--- src/rtl/chic_pkg.sv ---
// shared constants of the card host interrupt block
package chic_pkg;

  // register byte addresses
  localparam logic [31:0] IRQ_ENABLE_ADDR = 32'hb000d064;
  localparam logic [31:0] IRQ_STATUS_ADDR = 32'hb000d068;

  // reset values
  localparam logic [31:0] IRQ_ENABLE_RST  = 32'h00000000;
  localparam logic [31:0] IRQ_STATUS_RST  = 32'h00000000;

  // writable enables and write-one-to-clear flags share one layout
  localparam logic [31:0] IRQ_ENABLE_MASK = 32'h0003001f;
  localparam logic [31:0] IRQ_FLAG_MASK   = 32'h0003001f;

  // bit positions in the status register, the enable register uses only bits 0 to 4, 16 and 17
  localparam int TRANSFER_DONE_BIT    = 0;
  localparam int CARD_INT_BIT         = 1;
  localparam int CARD_INT_TIMEOUT_BIT = 2;
  localparam int READY_TIMEOUT_BIT    = 3;
  localparam int CHECKSUM_ERROR_BIT   = 4;
  localparam int INT_REG_LSB          = 8;
  localparam int INT_REG_MSB          = 11;
  localparam int PORT0_DETECT_BIT     = 16;
  localparam int PORT1_DETECT_BIT     = 17;
  localparam int PORT0_LEVEL_BIT      = 24;
  localparam int PORT1_LEVEL_BIT      = 25;

  // timing
  localparam int unsigned CLK_KHZ        = 10000;
  localparam int unsigned INT_TO_STD_MS  = 100;
  localparam int unsigned INT_TO_HC_MS   = 3500;
  localparam int unsigned INT_TO_STD_CYC = INT_TO_STD_MS * CLK_KHZ;
  localparam int unsigned INT_TO_HC_CYC  = INT_TO_HC_MS * CLK_KHZ;
  localparam int unsigned READY_TO_SCLK  = 16;
  localparam int          TIMER_W        = 26;
  localparam int          SYNC_SETTLE    = 3;

  // card interrupt wait sequence
  typedef enum logic [1:0]
  {
    CHIC_IDLE = 2'b00,
    CHIC_WAIT = 2'b01
  } chic_wait_t;

endpackage : chic_pkg

--- src/rtl/chic_timer_if.sv ---
// timer control bundle between the interrupt block and its timers
`timescale 1ns/1ps
interface chic_timer_if #(
  parameter int W = 26
);
  logic         arm;
  logic         tick;
  logic [W-1:0] limit;
  logic         expired;

  modport owner (output arm, output tick, output limit, input expired);
  modport timer (input arm, input tick, input limit, output expired);
endinterface : chic_timer_if

--- src/rtl/chic_timer.sv ---
// one-shot tick counter that pulses once when its limit is reached
`timescale 1ns/1ps
module chic_timer #(
  parameter int W = 26
)
(
  // clock and control
  input  wire logic ref_clk,
  input  wire logic rst,
  input  wire logic clkEn,
  // timer bundle
  chic_timer_if.timer tmr
);

  typedef struct packed {
    logic [W-1:0] count;
    logic         fired;
    logic         expired;
  } chic_tmr_state_t;

  chic_tmr_state_t st_q;
  chic_tmr_state_t st_d;
  logic [W-1:0]    countNx;

  assign countNx     = st_q.count + W'(1);
  assign tmr.expired = st_q.expired;

  always_comb
  begin
    st_d         = st_q;
    st_d.expired = 1'b0;
    if (!tmr.arm)
    begin
      // disarming restarts the wait from zero
      st_d.count = '0;
      st_d.fired = 1'b0;
    end
    else if (tmr.tick && !st_q.fired)
    begin
      st_d.count = countNx;
      if (countNx >= tmr.limit)
      begin
        st_d.fired   = 1'b1;
        st_d.expired = 1'b1;
      end
    end
  end

  always_ff @(posedge ref_clk)
  begin
    if (rst)
      st_q <= '0;
    else if (clkEn)
      st_q <= st_d;
  end

endmodule : chic_timer

--- src/rtl/chic_sync.sv ---
// three-stage pin synchroniser with agreement filter and settle flag
`timescale 1ns/1ps
module chic_sync #(
  parameter int N = 3
)
(
  // clock and control
  input  wire logic         ref_clk,
  input  wire logic         rst,
  input  wire logic         clkEn,
  // pins and clean levels
  input  wire logic [N-1:0] pins,
  output logic      [N-1:0] level,
  output logic              settled
);
  import chic_pkg::*;

  typedef struct packed {
    logic [N-1:0] s1;
    logic [N-1:0] s2;
    logic [N-1:0] s3;
    logic [N-1:0] level;
    logic [1:0]   age;
    logic         settled;
  } chic_sync_state_t;

  chic_sync_state_t st_q;
  chic_sync_state_t st_d;
  logic [N-1:0]     agree;

  assign agree   = ~(st_q.s2 ^ st_q.s3);
  assign level   = st_q.level;
  assign settled = st_q.settled;

  always_comb
  begin
    st_d       = st_q;
    st_d.s1    = pins;
    st_d.s2    = st_q.s1;
    st_d.s3    = st_q.s2;
    // a change counts only once stages two and three agree
    st_d.level = (agree & st_q.s2) | (~agree & st_q.level);
    if (st_q.age != 2'(SYNC_SETTLE))
      st_d.age = st_q.age + 2'd1;
    st_d.settled = (st_q.age == 2'(SYNC_SETTLE));
  end

  always_ff @(posedge ref_clk)
  begin
    if (rst)
      st_q <= '0;
    else if (clkEn)
      st_q <= st_d;
  end

endmodule : chic_sync

--- src/rtl/chic_irq_ctrl.sv ---
// interrupt enable and status block of the flash card host, wishbone slave
`timescale 1ns/1ps
module chic_irq_ctrl
  import chic_pkg::*;
#(
  parameter int unsigned INT_TO_STD_CYCLES = INT_TO_STD_CYC,
  parameter int unsigned INT_TO_HC_CYCLES  = INT_TO_HC_CYC
)
(
  // clock, reset, clock enable
  input  wire logic        ref_clk,
  input  wire logic        rst,
  input  wire logic        clkEn,
  // wishbone slave
  input  wire logic        wbCyc,
  input  wire logic        wbStb,
  input  wire logic        wbWe,
  input  wire logic [31:0] wbAdr,
  input  wire logic [3:0]  wbSel,
  input  wire logic [31:0] wbDatW,
  output logic      [31:0] wbDatR,
  output logic             wbAck,
  // card pins
  input  wire logic        port0DetectPin,
  input  wire logic        port1DetectPin,
  input  wire logic        data0Pin,
  // packet engine events and modes
  input  wire logic        sclkTick,
  input  wire logic        handshakeActive,
  input  wire logic        transferDone,
  input  wire logic        readPacket,
  input  wire logic        crcCheck,
  input  wire logic [15:0] crcComputed,
  input  wire logic [15:0] crcReceived,
  input  wire logic        cardIntSeen,
  input  wire logic [3:0]  cardIntRegBits,
  input  wire logic        parallelMode,
  input  wire logic        highCapacity,
  // results
  output logic             irq,
  output logic             responseComplete
);

  typedef struct packed {
    logic [31:0] datR;
    logic        ack;
    logic [31:0] enable;
    logic [31:0] flags;
    logic [3:0]  intRegBits;
    logic [1:0]  detPrev;
    logic        detArmed;
    chic_wait_t  waitState;
    logic        irq;
    logic        respDone;
  } chic_state_t;

  chic_state_t st_q;
  chic_state_t st_d;

  // synchronised pins
  logic [2:0]  pinLevel;
  logic        pinSettled;
  logic        port0Level;
  logic        port1Level;
  logic        readyLevel;

  // bus decode
  logic        busReq;
  logic        hitEnable;
  logic        hitStatus;
  logic [31:0] byteMask;
  logic [31:0] clearMask;
  logic [31:0] setMask;
  logic [31:0] statusWord;

  chic_timer_if #(.W(TIMER_W)) intTmr ();
  chic_timer_if #(.W(TIMER_W)) rdyTmr ();

  chic_sync #(
    .N (3)
  ) u_sync (
    .ref_clk (ref_clk),
    .rst     (rst),
    .clkEn   (clkEn),
    .pins    ({data0Pin, port1DetectPin, port0DetectPin}),
    .level   (pinLevel),
    .settled (pinSettled)
  );

  assign port0Level = pinLevel[0];
  assign port1Level = pinLevel[1];
  assign readyLevel = pinLevel[2];

  // card int response wait, limit follows the card type
  assign intTmr.arm   = (st_q.waitState == CHIC_WAIT) && !cardIntSeen;
  assign intTmr.tick  = 1'b1;
  assign intTmr.limit = highCapacity ? TIMER_W'(INT_TO_HC_CYCLES)
                                     : TIMER_W'(INT_TO_STD_CYCLES);

  chic_timer #(
    .W (TIMER_W)
  ) u_int_timer (
    .ref_clk (ref_clk),
    .rst     (rst),
    .clkEn   (clkEn),
    .tmr     (intTmr)
  );

  // ready wait counts serial clocks while the handshake sees busy
  assign rdyTmr.arm   = handshakeActive && !readyLevel;
  assign rdyTmr.tick  = sclkTick;
  assign rdyTmr.limit = TIMER_W'(READY_TO_SCLK);

  chic_timer #(
    .W (TIMER_W)
  ) u_ready_timer (
    .ref_clk (ref_clk),
    .rst     (rst),
    .clkEn   (clkEn),
    .tmr     (rdyTmr)
  );

  assign busReq    = wbCyc && wbStb && !st_q.ack;
  assign hitEnable = (wbAdr == IRQ_ENABLE_ADDR);
  assign hitStatus = (wbAdr == IRQ_STATUS_ADDR);
  assign byteMask  = {{8{wbSel[3]}}, {8{wbSel[2]}},
                      {8{wbSel[1]}}, {8{wbSel[0]}}};

  // write one clears a flag, reserved and zero bits leave it
  assign clearMask = (busReq && wbWe && hitStatus)
                   ? (wbDatW & byteMask & IRQ_FLAG_MASK)
                   : 32'h00000000;

  // live view of the status register
  always_comb
  begin
    statusWord                          = '0;
    statusWord[4:0]                     = st_q.flags[4:0];
    statusWord[PORT0_DETECT_BIT]        = st_q.flags[PORT0_DETECT_BIT];
    statusWord[PORT1_DETECT_BIT]        = st_q.flags[PORT1_DETECT_BIT];
    statusWord[INT_REG_MSB:INT_REG_LSB] = st_q.intRegBits;
    statusWord[PORT0_LEVEL_BIT]         = port0Level;
    statusWord[PORT1_LEVEL_BIT]         = port1Level;
  end

  always_comb
  begin
    st_d          = st_q;
    st_d.respDone = 1'b0;
    setMask       = '0;

    // detect, done, checksum and ready timeout events set flags regardless of enables
    if (pinSettled)
    begin
      st_d.detPrev  = {port1Level, port0Level};
      st_d.detArmed = 1'b1;
      if (st_q.detArmed)
      begin
        // detect pins pass the synchroniser agreement filter, every filtered change after the settle flag and one arming cycle counts
        setMask[PORT0_DETECT_BIT] = port0Level ^ st_q.detPrev[0];
        setMask[PORT1_DETECT_BIT] = port1Level ^ st_q.detPrev[1];
      end
    end
    setMask[TRANSFER_DONE_BIT]  = transferDone;
    setMask[CHECKSUM_ERROR_BIT] = crcCheck && readPacket
                                && (crcComputed != crcReceived);
    setMask[READY_TIMEOUT_BIT]  = rdyTmr.expired;

    // card int wait after a transfer done seen in idle while the card int timeout enable is set
    case (st_q.waitState)
      CHIC_IDLE:
      begin
        if (transferDone)
        begin
          if (st_q.enable[CARD_INT_TIMEOUT_BIT])
            st_d.waitState = CHIC_WAIT;
          else
            st_d.respDone = 1'b1;
        end
      end
      CHIC_WAIT:
      begin
        if (cardIntSeen)
        begin
          setMask[CARD_INT_BIT] = 1'b1;
          if (parallelMode)
            st_d.intRegBits = cardIntRegBits;
          st_d.respDone  = 1'b1;
          st_d.waitState = CHIC_IDLE;
        end
        else if (intTmr.expired)
        begin
          setMask[CARD_INT_TIMEOUT_BIT] = 1'b1;
          st_d.respDone  = 1'b1;
          st_d.waitState = CHIC_IDLE;
        end
        else if (!st_q.enable[CARD_INT_TIMEOUT_BIT])
        begin
          // detection switched off mid-wait: give up quietly
          st_d.respDone  = 1'b1;
          st_d.waitState = CHIC_IDLE;
        end
      end
      default:
      begin
        st_d.waitState = CHIC_IDLE;
      end
    endcase

    // a new event wins over a clear in the same cycle
    st_d.flags = ((st_q.flags & ~clearMask) | setMask)
               & IRQ_FLAG_MASK;

    // one-cycle registered ack, unmapped reads return zero
    st_d.ack  = busReq;
    st_d.datR = '0;
    if (busReq)
    begin
      if (wbWe && hitEnable)
        st_d.enable = ((st_q.enable & ~byteMask) | (wbDatW & byteMask))
                    & IRQ_ENABLE_MASK;
      if (!wbWe && hitEnable)
        st_d.datR = st_q.enable;
      if (!wbWe && hitStatus)
        st_d.datR = statusWord;
    end

    // each flag gated by its own enable bit
    st_d.irq = |(st_q.flags & st_q.enable);
  end

  always_ff @(posedge ref_clk)
  begin
    if (rst)
    begin
      st_q            <= '0;
      st_q.enable     <= IRQ_ENABLE_RST;
      st_q.flags      <= IRQ_STATUS_RST;
      st_q.waitState  <= CHIC_IDLE;
    end
    else if (clkEn)
    begin
      st_q <= st_d;
    end
  end

  assign wbDatR           = st_q.datR;
  assign wbAck            = st_q.ack;
  assign irq              = st_q.irq;
  assign responseComplete = st_q.respDone;

endmodule : chic_irq_ctrl

--- config.mk ---
export PLATFORM = sky130hd
export DESIGN_NAME = chic_irq_ctrl
export DESIGN_NICKNAME = d
export VERILOG_FILES = /design/src/rtl/chic_pkg.sv /design/src/rtl/chic_timer_if.sv /design/src/rtl/chic_timer.sv /design/src/rtl/chic_sync.sv /design/src/rtl/chic_irq_ctrl.sv
export SDC_FILE = /design/constraint.sdc
export NUM_CORES = 1
export LEC_CHECK = 0
export BUFFER_PORTS_ARGS = -buffer_cell sky130_fd_sc_hd__clkbuf_2
export CAP_MARGIN = 10
export CORE_MARGIN = 5
export CORE_UTILIZATION = 25
export CTS_CLUSTER_SIZE = 28
export DETAILED_ROUTE_END_ITERATION = 16
export PLACE_DENSITY = 0.46
export REMOVE_ABC_BUFFERS = 1
export SLEW_MARGIN = 30
export SYNTH_ARGS = -nofsm -noshare
export SYNTH_HDL_FRONTEND = slang
export SYNTH_SLANG_ARGS = --single-unit
--- constraint.sdc ---
create_clock -name ref_clk -period 2.5 [get_ports ref_clk]
set_input_delay 0.25 -clock ref_clk [delete_from_list [all_inputs] [get_ports ref_clk]]
set_output_delay 0.25 -clock ref_clk [all_outputs]
set_load 0.01 [all_outputs]
* Word level (Yosys, flattened, before mapping)
Cells that the tools add are included. W data, S select, Z words.
Operators by class: add/sub/neg operators 3, order comparisons 2, equality and inequality tests 12, muxes and demuxes 30, bitwise gates (word level) 16, reduce and logical (&&, ||, !) cells 27
Operators by type and width (count):
- $and A18 B18 Y18 | 4
- $eq A32 B32 Y1 const B | 2
- $mux W32 | 2
- $mux W28 | 2
- $mux W27 | 2
- $add A26 B1 Y26 const B | 2
- $mux W18 | 2
- $not A18 Y18 | 2
- $or A18 B18 Y18 | 2
- $reduce_or A32 Y1 | 1
- $ge A26 B26 Y1 | 1
- $ge A26 B5 Y1 const B | 1
- $mux W26 | 1
- $mux W2 | 10
- $ne A16 B16 Y1 | 1
- $logic_and A1 B1 Y1 | 12
- $ne A2 B2 Y1 const B | 6
- $mux W1 | 9
- $reduce_and A2 Y1 | 4
- $reduce_and A4 Y1 | 2
- $and A3 B3 Y3 | 2
- $not A3 Y3 | 2
- $reduce_and A3 Y1 | 2
- $logic_not A1 Y1 | 5
- 10 further kinds | 11
Storage, ports and cells: bits in registers 129, bits of input ports 121, output and inout port bits 35, logic and storage cells 112

* Longest topological paths before layout
Gate-level depths: netlist of run 1.
depth after elaboration 8, depth in mapped cells 11, depth with buffers taken out 11

* By module
Synthesis of run 1 repeated with hierarchy kept, for this count alone.
Second synthesis, totals: cell total of the unflattened synthesis 915, area, all modules 7577.3 µm²
Modules (own cells, without submodules):
- chic_timer | instances 2, cells an instance 295, area each 2324.7 µm², sequential area each 560.5 µm²
- chic_irq_ctrl | instances 1, cells an instance 264, area each 2314.7 µm², sequential area each 760.7 µm²
- chic_sync | instances 1, cells an instance 61, area each 613.1 µm², sequential area each 300.3 µm²

* Least setup slack after synthesis of run 1
Ideal clock, no wire load.
kind reg-to-reg, from register u_int_timer.st_q[15] (netlist bit), to register u_int_timer.st_q[1] (netlist bit), library setup time 0.073 ns, data arrival time 2.354 ns, data required time 2.427 ns, slack 0.073 ns, stages on the path, launching flop included 11, buffers on the path 1, clock period less this slack 2.427 ns, cell sequence dfxtp_1 buf_2 nand4_1 nor3_2 nand3_2 nor3_1 xor2_1 ha_1 nand3_1 or4_1 o211ai_2
Between the ends: cells in the longest elaborated chain, start to end 5
RTL lines:
- start: declaration | RTL line chic_timer.sv:21 | chic_tmr_state_t st_q;
- start signal: assignment | RTL line chic_timer.sv:54 | st_q <= st_d;
- $add A26 B1 Y26 | RTL line chic_timer.sv:25 | assign countNx = st_q.count + W'(1);
- $ge A26 B26 Y1 | RTL line chic_timer.sv:41 | if (countNx >= tmr.limit)
- $mux W2 | RTL line chic_timer.sv:41
- $mux W28 | RTL line chic_timer.sv:38 | else if (tmr.tick && !st_q.fired)
- $mux W27 | RTL line chic_timer.sv:32 | if (!tmr.arm)
Every way passes these cells. The select of a mux whose other input is x is not followed. A chain may end at the register's enable or synchronous reset.

* Worst setup path in the final report of run 1
from register u_int_timer.st_q[2] (netlist bit), to register u_int_timer.st_q (netlist bit u_int_timer.tmr.expired)
Between the ends: cells in the longest elaborated chain, start to end 5
RTL lines (RTL line):
- $add A26 B1 Y26 | chic_timer.sv:25
- $ge A26 B26 Y1 | chic_timer.sv:41
- $mux W2 | chic_timer.sv:41
- $mux W28 | chic_timer.sv:38
- $mux W1 | chic_timer.sv:32
Every way passes these cells. The select of a mux whose other input is x is not followed.

==> results.json, run 1 <==
{
  "routedWlPerCell_um": 13.6,
  "diodes": 0,
  "ir_drop_mv": 0.324,
  "start_util": 0.252,
  "seqPwrFrac": 0.504,
  "cellPowerDensity_nw_per_um2": 449,
  "rsz0062_at_grt": "yes",
  "hold_viol": 0,
  "tightest_slew_ns": 0.701,
  "clock_latency_ns": 0.36,
  "p_int_uw": 2590,
  "dpl.hpwl_mm": 12.2,
  "hold_start": "cardIntRegBits[1]",
  "hold_slack_ns": 0.123,
  "die_h_um": 169,
  "grt_pass1_vias": 5747,
  "multi_input_area_um2": 3790,
  "cp-end-kind": "flip-flop",
  "setup_violations": 0,
  "first_pass_iters": 4,
  "core_um2": 25000,
  "fin_skew_ns": 0.00986,
  "start_kind": "flip-flop",
  "grt_max_degree": 100,
  "drc_errors": 0,
  "avgViaCountPerCell": 4.70,
  "grt_antenna_before_repair": 0,
  "slew_headroom": 0.530,
  "finalNonFillerCells": 1252,
  "die_area_um2": 28500,
  "ys_warn_count": 0,
  "synth_cell_type_count": 67,
  "cap_violations": 0,
  "maxSlewViolCount": 0,
  "synth_edf_count": 0,
  "totalWireLength_mm": 17.0,
  "power_uw": 3480,
  "post-route-period-util": 0.981,
  "avgSynthCellArea_um2": 7.99,
  "min_path_type": "in2reg",
  "ant_nets": 0,
  "clockPowerShare": 0.414,
  "switching_share": 0.258,
  "r2r_start": "u_int_timer.st_q[2]",
  "die_w_um": 169,
  "grt.total_usage": 0.119,
  "combPwrFrac": 0.082,
  "cts.sinks": 109,
  "status": "complete, no violations",
  "hold_path_end": "st_q[8]",
  "rows": 58,
  "grt_remaining_overflow": 0,
  "r2r_end": "u_int_timer.tmr.expired",
  "criticalPathCategory": "reg2reg",
  "period_needed_ns": 2.45,
  "cts_buffers": 9,
  "crit_fanout": 3,
  "synth_seq_cells": 109,
  "ios": 156,
  "n_fill_cell": 2664,
  "cp.required_ns": 2.75,
  "async_reset_ff_frac": 0,
  "numPortBuffers": 109,
  "netlist_instances": 789,
  "leakagePower_uw": 0.00314,
  "reg2regPathDepth": 11,
  "dp.cells": 1233,
  "finalNetCount": 1049,
  "tritoncts": "done",
  "dr_total_vias": 5883,
  "fmax_ghz": 0.408,
  "r2r_slack_ns": 0.05,
  "cts_root_buf": "clkbuf_16",
  "drive_above_1_share": 0.246,
  "routabilityCongestion": 0.763,
  "cts_buffer_depth": 2,
  "cts.clk_slew.worst_paths_ns": 0.08,
  "hold_depth": 3,
  "regArea_um2": 2200,
  "grt_first_pass_wirelength_mm": 28.3,
  "synth_flop_cell": "dfxtp_1",
  "yosysSeqAreaShare": 0.346,
  "h-tree-depth": 3,
  "drtIter0Drc": 262,
  "syn-cell-area_um2": 6300,
  "area_growth_pct": 23.2,
  "p_switching_uw": 898,
  "arrival_ns": 2.70
}
==> worst max path at each step <==
stage                         start                      end  cells after the start
4_1_cts        u_int_timer.st_q[14]      u_int_timer.st_q[1]                      9
5_1_grt         u_int_timer.st_q[2]  u_int_timer.tmr.expired                     11
6_report        u_int_timer.st_q[2]  u_int_timer.tmr.expired                     11
3_3_place_gp    u_int_timer.st_q[3]  u_int_timer.tmr.expired                     11
2_1_floorplan  u_int_timer.st_q[12]      u_int_timer.st_q[1]                      9
3_5_place_dp    u_int_timer.st_q[3]  u_int_timer.tmr.expired                     11
==> cell usage in the layout (no fill, tap or decap), types with 4 or more instances in the layout <==
cell type,count
a211oi_1,4
a21o_1,7
a21oi_1,64
a22o_1,4
a22oi_1,28
a311oi_1,7
a31oi_1,7
a32oi_1,4
and2_1,10
and3_1,14
and4_1,7
buf_4,64
clkbuf_16,9
clkbuf_2,108
conb_1,19
dfxtp_1,99
dfxtp_2,8
ha_1,10
inv_1,6
mux2i_1,16
nand2_1,70
nand2b_1,6
nand3_1,34
nand3_2,4
nand4_1,14
nor2_1,102
nor2b_1,7
nor3_1,15
nor4_1,13
nor4b_1,6
o211ai_1,4
o21ai_0,34
or3_1,10
or4_1,4
xnor2_1,17
xor2_1,27
==> stage by stage <==
stage               TNS (ns)   util  setup slack, ns  instance area [um2]
floorplan                  0      -           0.0699                 5940
global route          -0.181  0.310           -0.113                 7760
detailed placement         0  0.294           0.0326                 7370
finish                     0  0.310           0.0478                 7760
CTS                        0  0.306          0.00239                 7670
global placement           0  0.294           0.0383                 7370
==> per-layer routing <==
layer,share of wire,track usage,up-vias,wire length (um)
met2,0.47,0.196,114,8020
li1,-,-,3068,-
met5,0,0,-,0
met4,0.0089,0.0395,0,151
met3,0.041,0.0224,11,693
met1,0.48,0.158,2690,8140
==> power by group through the flow <==
stage	sequential, uW	combinational [uW]	clock [uW]
2_1_floorplan	1800	110	0
3_3_place_gp	1800	286	0
3_5_place_dp	1800	288	0
4_1_cts	1760	289	1510
5_1_grt	1760	318	1580
6_report	1760	284	1440
==> flip-flops by register name, indices dropped and copies added, names as in the netlist, named ones only <==
name	cells
irq	1
responseComplete	1
st_q	15
u_int_timer.st_q	27
u_int_timer.tmr.expired	1
u_ready_timer.st_q	27
u_ready_timer.tmr.expired	1
u_sync.settled	1
u_sync.st_d	6
u_sync.st_q	5
wbAck	1
wbDatR	13
==> synth_stat cells, drive strengths merged, types with 3 or more instances <==
| master | number | area, um2 |
|---|---|---|
| dfxtp | 109 | 2180 |
| nor2 | 103 | 387 |
| nand2 | 71 | 269 |
| a21oi | 64 | 320 |
| buf | 42 | 308 |
| nand3 | 39 | 223 |
| o21ai | 37 | 185 |
| clkbuf | 32 | 123 |
| a22oi | 28 | 210 |
| xor2 | 27 | 236 |
| nor3 | 20 | 121 |
| xnor2 | 17 | 149 |
| mux2i | 16 | 160 |
| nor4 | 16 | 130 |
| and3 | 15 | 95.1 |
| nand4 | 15 | 109 |
| ha | 11 | 138 |
| or3 | 11 | 70.1 |
| and2 | 10 | 62.6 |
| a21o | 8 | 61.3 |
| a311oi | 7 | 61.3 |
| a31oi | 7 | 43.8 |
| and4 | 7 | 61.3 |
| nor2b | 7 | 43.8 |
| a211oi | 6 | 45.0 |
| inv | 6 | 22.5 |
| nand2b | 6 | 37.5 |
| nor4b | 6 | 52.6 |
| o211ai | 5 | 42.5 |
| a22o | 4 | 35.0 |
| a32oi | 4 | 35.0 |
| or4 | 4 | 30.0 |
| nand3b | 3 | 22.5 |
| o21a | 3 | 22.5 |
==> worst max-delay path, stage by stage, from the launching register on <==
cell,delay (ns)
dfxtp_4,0.37
ha_4,0.13
nand4_1,0.17
nor4_4,0.25
nand2_2,0.11
nor2_2,0.11
xor2_1,0.23
ha_1,0.29
a211oi_2,0.27
a41oi_2,0.14
a32oi_1,0.19
o21ai_1,0.09
==> area by class of cell <==
class                      instances  share of cell area
tap                              330              0.0532
inverter                           7             0.00338
multi-input combinational        617               0.488
clock inverter                     6             0.00693
timing repair buffer             173               0.134
clock buffer                      10              0.0308
sequential                       109               0.283
==> cell families after synthesis <==
group | count (synthesis) | share of synthesized area
AO/OA/AOI/OAI | 184 | 0.185
XOR/XNOR | 44 | 0.0612
adder cells (fa/ha/maj) | 11 | 0.0218
buffers and inverters | 81 | 0.0725
flip-flops | 109 | 0.346
multiplexers | 18 | 0.0290
other | 1 | 0.000595
AND/OR/NAND/NOR | 341 | 0.284
==> repair_timing <==
action	in CTS	in global routing
cloned	0	0
hold buffers	0	0
resized for setup	3	20
pin swaps	2	9
setup buffers	0	3
endpoints found under the setup margin	1	4
Power figures use the tool's default switching activity.
==> inputs of run 2 (changes only) <==
--- a/config.mk
+++ b/config.mk
@@ -11,9 +11,10 @@
 export CORE_UTILIZATION = 25
 export CTS_CLUSTER_SIZE = 28
 export DETAILED_ROUTE_END_ITERATION = 16
-export PLACE_DENSITY = 0.46
+export PLACE_DENSITY = 0.45
 export REMOVE_ABC_BUFFERS = 1
 export SLEW_MARGIN = 30
 export SYNTH_ARGS = -nofsm -noshare
 export SYNTH_HDL_FRONTEND = slang
+export SYNTH_HIERARCHICAL = 1
 export SYNTH_SLANG_ARGS = --single-unit
==> constraint.sdc (replaced) <==
create_clock -name ref_clk -period 2.5 [get_ports ref_clk]
set_input_delay 0.375 -clock ref_clk [delete_from_list [all_inputs] [get_ports ref_clk]]
set_output_delay 0.375 -clock ref_clk [all_outputs]
set_load 0.01 [all_outputs]
==> run 2 against run 1 <==
Compared with the run above:
- critical path type unchanged
- global-route usage up 0.17 points
- non-clock buffer count rose by 84
- the flow now finishes with violations (negative setup slack)
- critical path depth up 2
- first-iteration DRC count increased by 8.8%
- core utilization up 2.4 points
- flip-flop and latch count unchanged
- largest power group unchanged
- cell count is 24% higher
==> results.json, run 2 <==
{
  "status": "finished with violations",
  "violations": "negative setup slack",
  "hold_viol": 0,
  "ctsHoldBuffers": 0,
  "switching_share": 0.271,
  "finalNetCount": 1336,
  "die_w_um": 184,
  "synth_flop_cell": "dfxtp_1",
  "drtIter0Drc": 285,
  "dpl_cell_area_um2": 9330,
  "diodes": 0,
  "hold_path_end": "st_q[13]",
  "yosysSeqAreaShare": 0.288,
  "combPwrFrac": 0.108,
  "synth_edf_count": 0,
  "dpl.hpwl_mm": 16.2,
  "post-synth-top-area-cell": "dfxtp_1",
  "die_area_um2": 33900,
  "leakagePower_uw": 0.00447,
  "p_int_uw": 2620,
  "preCtsSetupSlack_ns": -0.302,
  "tightest_slew_ns": 0.841,
  "slew_headroom": 0.437,
  "drive_above_1_share": 0.294,
  "synth_top_area_frac": 0.288,
  "synth_most_common_cell": "dfxtp_1",
  "start_kind": "flip-flop",
  "async_reset_ff_frac": 0,
  "avgSynthCellArea_um2": 8.28,
  "top_regs": "u_int_timer/st_q x27, u_ready_timer/st_q x27, st_q x15",
  "routabilityCongestion": 0.777,
  "hold_depth": 2,
  "reg2regPathDepth": 13,
  "seqPwrFrac": 0.489,
  "numPortBuffers": 109,
  "cts.sinks": 109,
  "clock_latency_ns": 0.35,
  "avgViaCountPerCell": 4.55,
  "min_path_type": "in2reg",
  "netlist_instances": 915,
  "grt_remaining_overflow": 0,
  "grt_max_degree": 31,
  "regArea_um2": 2190,
  "fin_skew_ns": 0.0119,
  "layout_commonest_cell": "buf_4",
  "r2r_end": "u_ready_timer/tmr.expired",
  "setup-tns-final_ns": -0.348,
  "p_switching_uw": 974,
  "core_um2": 29800,
  "ant_nets": 0,
  "hold_slack_ns": 0.244,
  "area_growth_pct": 31.2,
  "grt.total_usage": 0.121,
  "r2r_start": "u_ready_timer/st_q[12]",
  "setup_violations": 4,
  "criticalPathCategory": "reg2reg",
  "synth_cell_type_count": 60,
  "drc_errors": 0,
  "hold_start": "wbDatW[2]",
  "ios": 156,
  "dr_total_vias": 7078,
  "maxSlewViolCount": 0,
  "first_pass_iters": 4,
  "cp.required_ns": 2.71,
  "ys_warn_count": 6,
  "grt_antenna_before_repair": 0,
  "totalWireLength_mm": 20.9,
  "h-tree-depth": 3,
  "fmax_ghz": 0.384,
  "cellPowerDensity_nw_per_um2": 361,
  "cts_root_buf": "clkbuf_16",
  "grt_pass1_vias": 6975,
  "n_fill_cell": 3225,
  "rsz0062_at_grt": "yes",
  "r2r_slack_ns": -0.10,
  "start_util": 0.254,
  "multi_input_area_um2": 5070,
  "layout_common_cells": "buf_4 (143), clkbuf_2 (108), dfxtp_1 (101)",
  "arrival_ns": 2.82,
  "period_needed_ns": 2.60,
  "crit_fanout": 3,
  "routedWlPerCell_um": 13.5,
  "grt_first_pass_wirelength_mm": 34.1,
  "clockPowerShare": 0.402,
  "syn-cell-area_um2": 7580,
  "rows": 63,
  "post-route-period-util": 1.04,
  "tritoncts": "done",
  "synth_area_leaders": "dfxtp_1 (29%), ha_1 (9.1%), xnor2_1 (5.4%)",
  "cts_buffers": 9,
  "cp-end-kind": "flip-flop",
  "synth_seq_cells": 109,
  "cts.clk_slew.worst_paths_ns": 0.08,
  "fin_area_um2": 9940,
  "fin_ws_ns": -0.104,
  "cap_violations": 0,
  "die_h_um": 184,
  "cts_buffer_depth": 2,
  "ir_drop_mv": 0.254,
  "synth.top_cells.by_count": "dfxtp_1 (109), nand2_1 (68), nor2_1 (64), inv_1 (57), ha_1 (55)"
}
-- run 2: cell types whose count changed after synthesis, moves of 23 or more --
cell / change
inv_1: +51
ha_1: +44
nor2_1: -39
xnor2_1: +30
o31ai_1: +23
-- run 2: layout make-up --
cell class,count,share of cell area
repair buffers,257,0.169
clock inverters,7,0.00654
inverters,58,0.0219
well taps,390,0.0491
multi-input cells,725,0.510
clock buffers,9,0.0227
flip-flops and latches,109,0.221
-- run 2: how the worst max path moves through the flow --
stage	startpoint	to	slack (ns)	depth (start not counted)
floorplan	u_ready_timer/st_q[4]	u_ready_timer/st_q[1]	-0.51	11
global placement	u_ready_timer/st_q[2]	u_ready_timer/st_q[1]	-0.26	12
detailed placement	u_int_timer/st_q[2]	u_int_timer/st_q[1]	-0.30	13
CTS	u_ready_timer/st_q[11]	u_ready_timer/st_q[1]	-0.15	11
global route	u_ready_timer/st_q[12]	u_ready_timer/st_q[1]	-0.28	11
finish	u_ready_timer/st_q[12]	u_ready_timer/tmr.expired	-0.10	13
-- run 2: critical path, stage by stage, from the launching register on --
cell and delay, ns:
dfxtp_2 0.35, nand4_1 0.17, nor4_4 0.29, buf_4 0.16, and2_4 0.16, buf_6 0.11
nand3_4 0.08, xnor2_2 0.16, ha_1 0.27, a21oi_2 0.12, nor2_1 0.06, a211oi_2 0.24
o21a_1 0.17, a41oi_1 0.12
-- run 2: through the flow --
| step | cells | utilization | total power, uW |
|---|---|---|---|
| floorplan | 892 | - | 1980 |
| global placement | 1526 | 0.313 | 2180 |
| detailed placement | 1526 | 0.313 | 2180 |
| CTS | 1554 | 0.330 | 3670 |
| global route | 1555 | 0.334 | 3780 |
| finish | 1555 | 0.334 | 3590 |
-- run 2: layer usage --
metal  up-vias  global-route usage  share of wire
met2        90               0.209           0.49
met4         0              0.0189         0.0056
met1      3298               0.162           0.48
met3         8              0.0193          0.032
met5         -                   0              0
li1       3682                   -              -
-- run 2: what timing repair did --
item	4_1_cts	5_1_grt
gates resized for setup	34	15
buffers inserted	12	1
gates cloned	0	0
endpoints found under the setup margin	4	4
pin swaps	27	14
-- run 2: cell families (layout without fill, tap and decap cells) --
| logic type | after synthesis | after routing | synth area share |
|---|---|---|---|
| adders and majority gates | 55 | 55 | 0.0908 |
| AOI/OAI and AO/OA | 225 | 225 | 0.194 |
| and+or+nand+nor | 296 | 296 | 0.226 |
| DFF | 109 | 109 | 0.288 |
| muxes | 16 | 16 | 0.0215 |
| other | 2 | 66 | 0.000991 |
| buffers and inverters | 145 | 331 | 0.101 |
| xor gates and xnor gates | 67 | 67 | 0.0774 |
-- run 2: power by group through the flow --
stage | Clock [uW] | Sequential (uW) | Combinational, uW
floorplan | 0 | 1800 | 183
global placement | 0 | 1800 | 381
detailed placement | 0 | 1800 | 385
CTS | 1520 | 1760 | 391
global route | 1580 | 1760 | 443
finish | 1450 | 1760 | 390
==> inputs of run 3 (changes only) <==
--- a/config.mk
+++ b/config.mk
@@ -8,10 +8,10 @@
 export BUFFER_PORTS_ARGS = -buffer_cell sky130_fd_sc_hd__clkbuf_2
 export CAP_MARGIN = 10
 export CORE_MARGIN = 5
-export CORE_UTILIZATION = 25
+export CORE_UTILIZATION = 51
 export CTS_CLUSTER_SIZE = 28
 export DETAILED_ROUTE_END_ITERATION = 16
-export PLACE_DENSITY = 0.45
+export PLACE_DENSITY = 0.79
 export REMOVE_ABC_BUFFERS = 1
 export SLEW_MARGIN = 30
 export SYNTH_ARGS = -nofsm -noshare
==> run 3 against run 2 <==
Compared with the run above:
- the flow still finishes with violations (negative setup slack)
- sequential share of layout area is 0.71 points higher
- worst hold slack got worse by 0.011 ns
- worst setup slack lost 0.043 ns
- die area down 49%
- global-route usage grew 10 points
- highest routed layer unchanged
==> results.json, run 3 (synthesis results as in run 2) <==
{
  "post-route-period-util": 1.06,
  "cts.sinks": 109,
  "top_regs": "u_int_timer/st_q x27, u_ready_timer/st_q x27, st_q x15",
  "switching_share": 0.269,
  "cp.required_ns": 2.71,
  "setup_violations": 4,
  "clockPowerShare": 0.398,
  "grt_first_pass_wirelength_mm": 33.4,
  "hold_start": "wbDatW[0]",
  "power_uw": 3560,
  "cp-end-kind": "flip-flop",
  "status": "finished with violations",
  "dr.max_layer_used": "met4",
  "hold_viol": 0,
  "core_um2": 14500,
  "tightest_slew_ns": 0.792,
  "h-tree-depth": 3,
  "criticalPathCategory": "reg2reg",
  "period_needed_ns": 2.65,
  "grt_pass1_vias": 7280,
  "p_switching_uw": 957,
  "rows": 44,
  "totalWireLength_mm": 20.1,
  "cts_buffers": 9,
  "diodes": 0,
  "fmax_ghz": 0.378,
  "dr_total_vias": 7332,
  "ios": 156,
  "clock_latency_ns": 0.36,
  "r2r_start": "u_ready_timer/st_q[4]",
  "layout_commonest_cell": "buf_4",
  "cpMaxStageDelayCell": "dfxtp_1",
  "area_growth_pct": 28.6,
  "violations": "negative setup slack",
  "r2r_end": "u_ready_timer/st_q[1]",
  "leakagePower_uw": 0.00445,
  "cap_violations": 0,
  "wl_met1_mm": 8.49,
  "first_pass_iters": 5,
  "arrival_ns": 2.86,
  "fin_ws_ns": -0.147,
  "cts_buffer_depth": 2,
  "start_kind": "flip-flop",
  "routabilityCongestion": 0.866,
  "ir_drop_mv": 0.390,
  "grt_remaining_overflow": 0,
  "n_fill_cell": 1132,
  "routedWlPerCell_um": 14.9,
  "seqPwrFrac": 0.492,
  "dpl.hpwl_mm": 14.8,
  "grt.total_usage": 0.224,
  "crit_fanout": 5,
  "combPwrFrac": 0.110,
  "die_w_um": 132,
  "hold_path_end": "st_q[11]",
  "cts.clk_slew.worst_paths_ns": 0.07,
  "grt_max_degree": 39,
  "crit_chain": "nand3_2, nor4_2, buf_4, and2_4, buf_4, nand2_2, xnor2_1, ha_1, buf_4, nand2_1, nor2_1, a211oi_2, o21a_1, a41oi_1",
  "grt_antenna_before_repair": 0,
  "cellPowerDensity_nw_per_um2": 366,
  "met3_length_um": 931,
  "hold_depth": 2,
  "ant_nets": 0,
  "layout_common_cells": "buf_4 (135), clkbuf_2 (109), dfxtp_1 (91)",
  "numPortBuffers": 109,
  "tritoncts": "done",
  "drc_errors": 0,
  "cts_root_buf": "clkbuf_16",
  "min_path_type": "in2reg",
  "drive_above_1_share": 0.307,
  "start_util": 0.521,
  "fin_skew_ns": 0.00798,
  "drtIter0Drc": 644,
  "rsz0062_at_grt": "yes",
  "slew_headroom": 0.470,
  "worst_path_most_repeated_cell": "buf_4",
  "finalNetCount": 1330,
  "r2r_slack_ns": -0.15,
  "dp.cells": 1310,
  "p_int_uw": 2600,
  "cpPeakStageDelay_ns": 0.36,
  "maxSlewViolCount": 0,
  "die_area_um2": 17400,
  "finalNonFillerCells": 1343,
  "die_h_um": 132,
  "avgViaCountPerCell": 5.46,
  "reg2regPathDepth": 14,
  "route.met2.wl_mm": 10.2
}
[run 3: worst max-delay path by stage]
stage                           startpoint               endpoint  slack, ns
finish               u_ready_timer/st_q[4]  u_ready_timer/st_q[1]      -0.15
global placement       u_int_timer/st_q[3]    u_int_timer/st_q[1]      -0.20
detailed placement   u_ready_timer/st_q[2]  u_ready_timer/st_q[1]      -0.29
floorplan            u_ready_timer/st_q[4]  u_ready_timer/st_q[1]      -0.51
CTS                 u_ready_timer/st_q[12]  u_ready_timer/st_q[1]      -0.11
global route         u_ready_timer/st_q[2]  u_ready_timer/st_q[1]      -0.31
[run 3: layer usage]
layer  up-vias  global-route usage
met5         -                   0
met4         0              0.0657
met3        40              0.0420
met2       168               0.397
met1      3444               0.274
li1       3680                   -
[run 3: critical path: cells and delay by family (launching register included)]
family	cells	cell delay [ns]
buffers and inverters	3	0.44
AOI/OAI and AO/OA	3	0.53
DFF	1	0.36
and+or+nand+nor	6	0.74
adders and majority gates	1	0.27
xor gates and xnor gates	1	0.16
[run 3: what timing repair did]
item                       4_1_cts  5_1_grt
hold buffers                     0        0
setup buffers                    6       11
resized for setup               44       42
setup endpoints to repair        4        4
pin swaps                       22       27
[run 3: layout make-up]
type	count	area [um2]	area share
Multi-Input combinational cell	725	5140	0.528
Tap cell	184	230	0.0236
Timing Repair Buffer	251	1640	0.169
Clock buffer	9	225	0.0231
Sequential cell	109	2220	0.228
Clock inverter	7	67.6	0.00694
Inverter	58	218	0.0224
[run 3: power by group through the flow]
stage	sequential [uW]	clock, uW	combinational (uW)
6_report	1750	1420	390
5_1_grt	1760	1510	435
4_1_cts	1760	1460	378
3_5_place_dp	1800	0	372
3_3_place_gp	1800	0	362
2_1_floorplan	1800	0	183
[run 3: metrics by stage]
stage	util	cell area, um2	TNS, ns	hold WS (ns)	setup WS (ns)
final	0.670	9740	-0.482	0.233	-0.147
after global routing	0.670	9740	-1.01	0.239	-0.310
after CTS	0.653	9490	-0.359	0.225	-0.113
after detailed placement	0.618	8980	-1.10	0.443	-0.294
after global placement	0.618	8980	-0.598	0.438	-0.198
after floorplan	-	7270	-2.03	0.430	-0.509
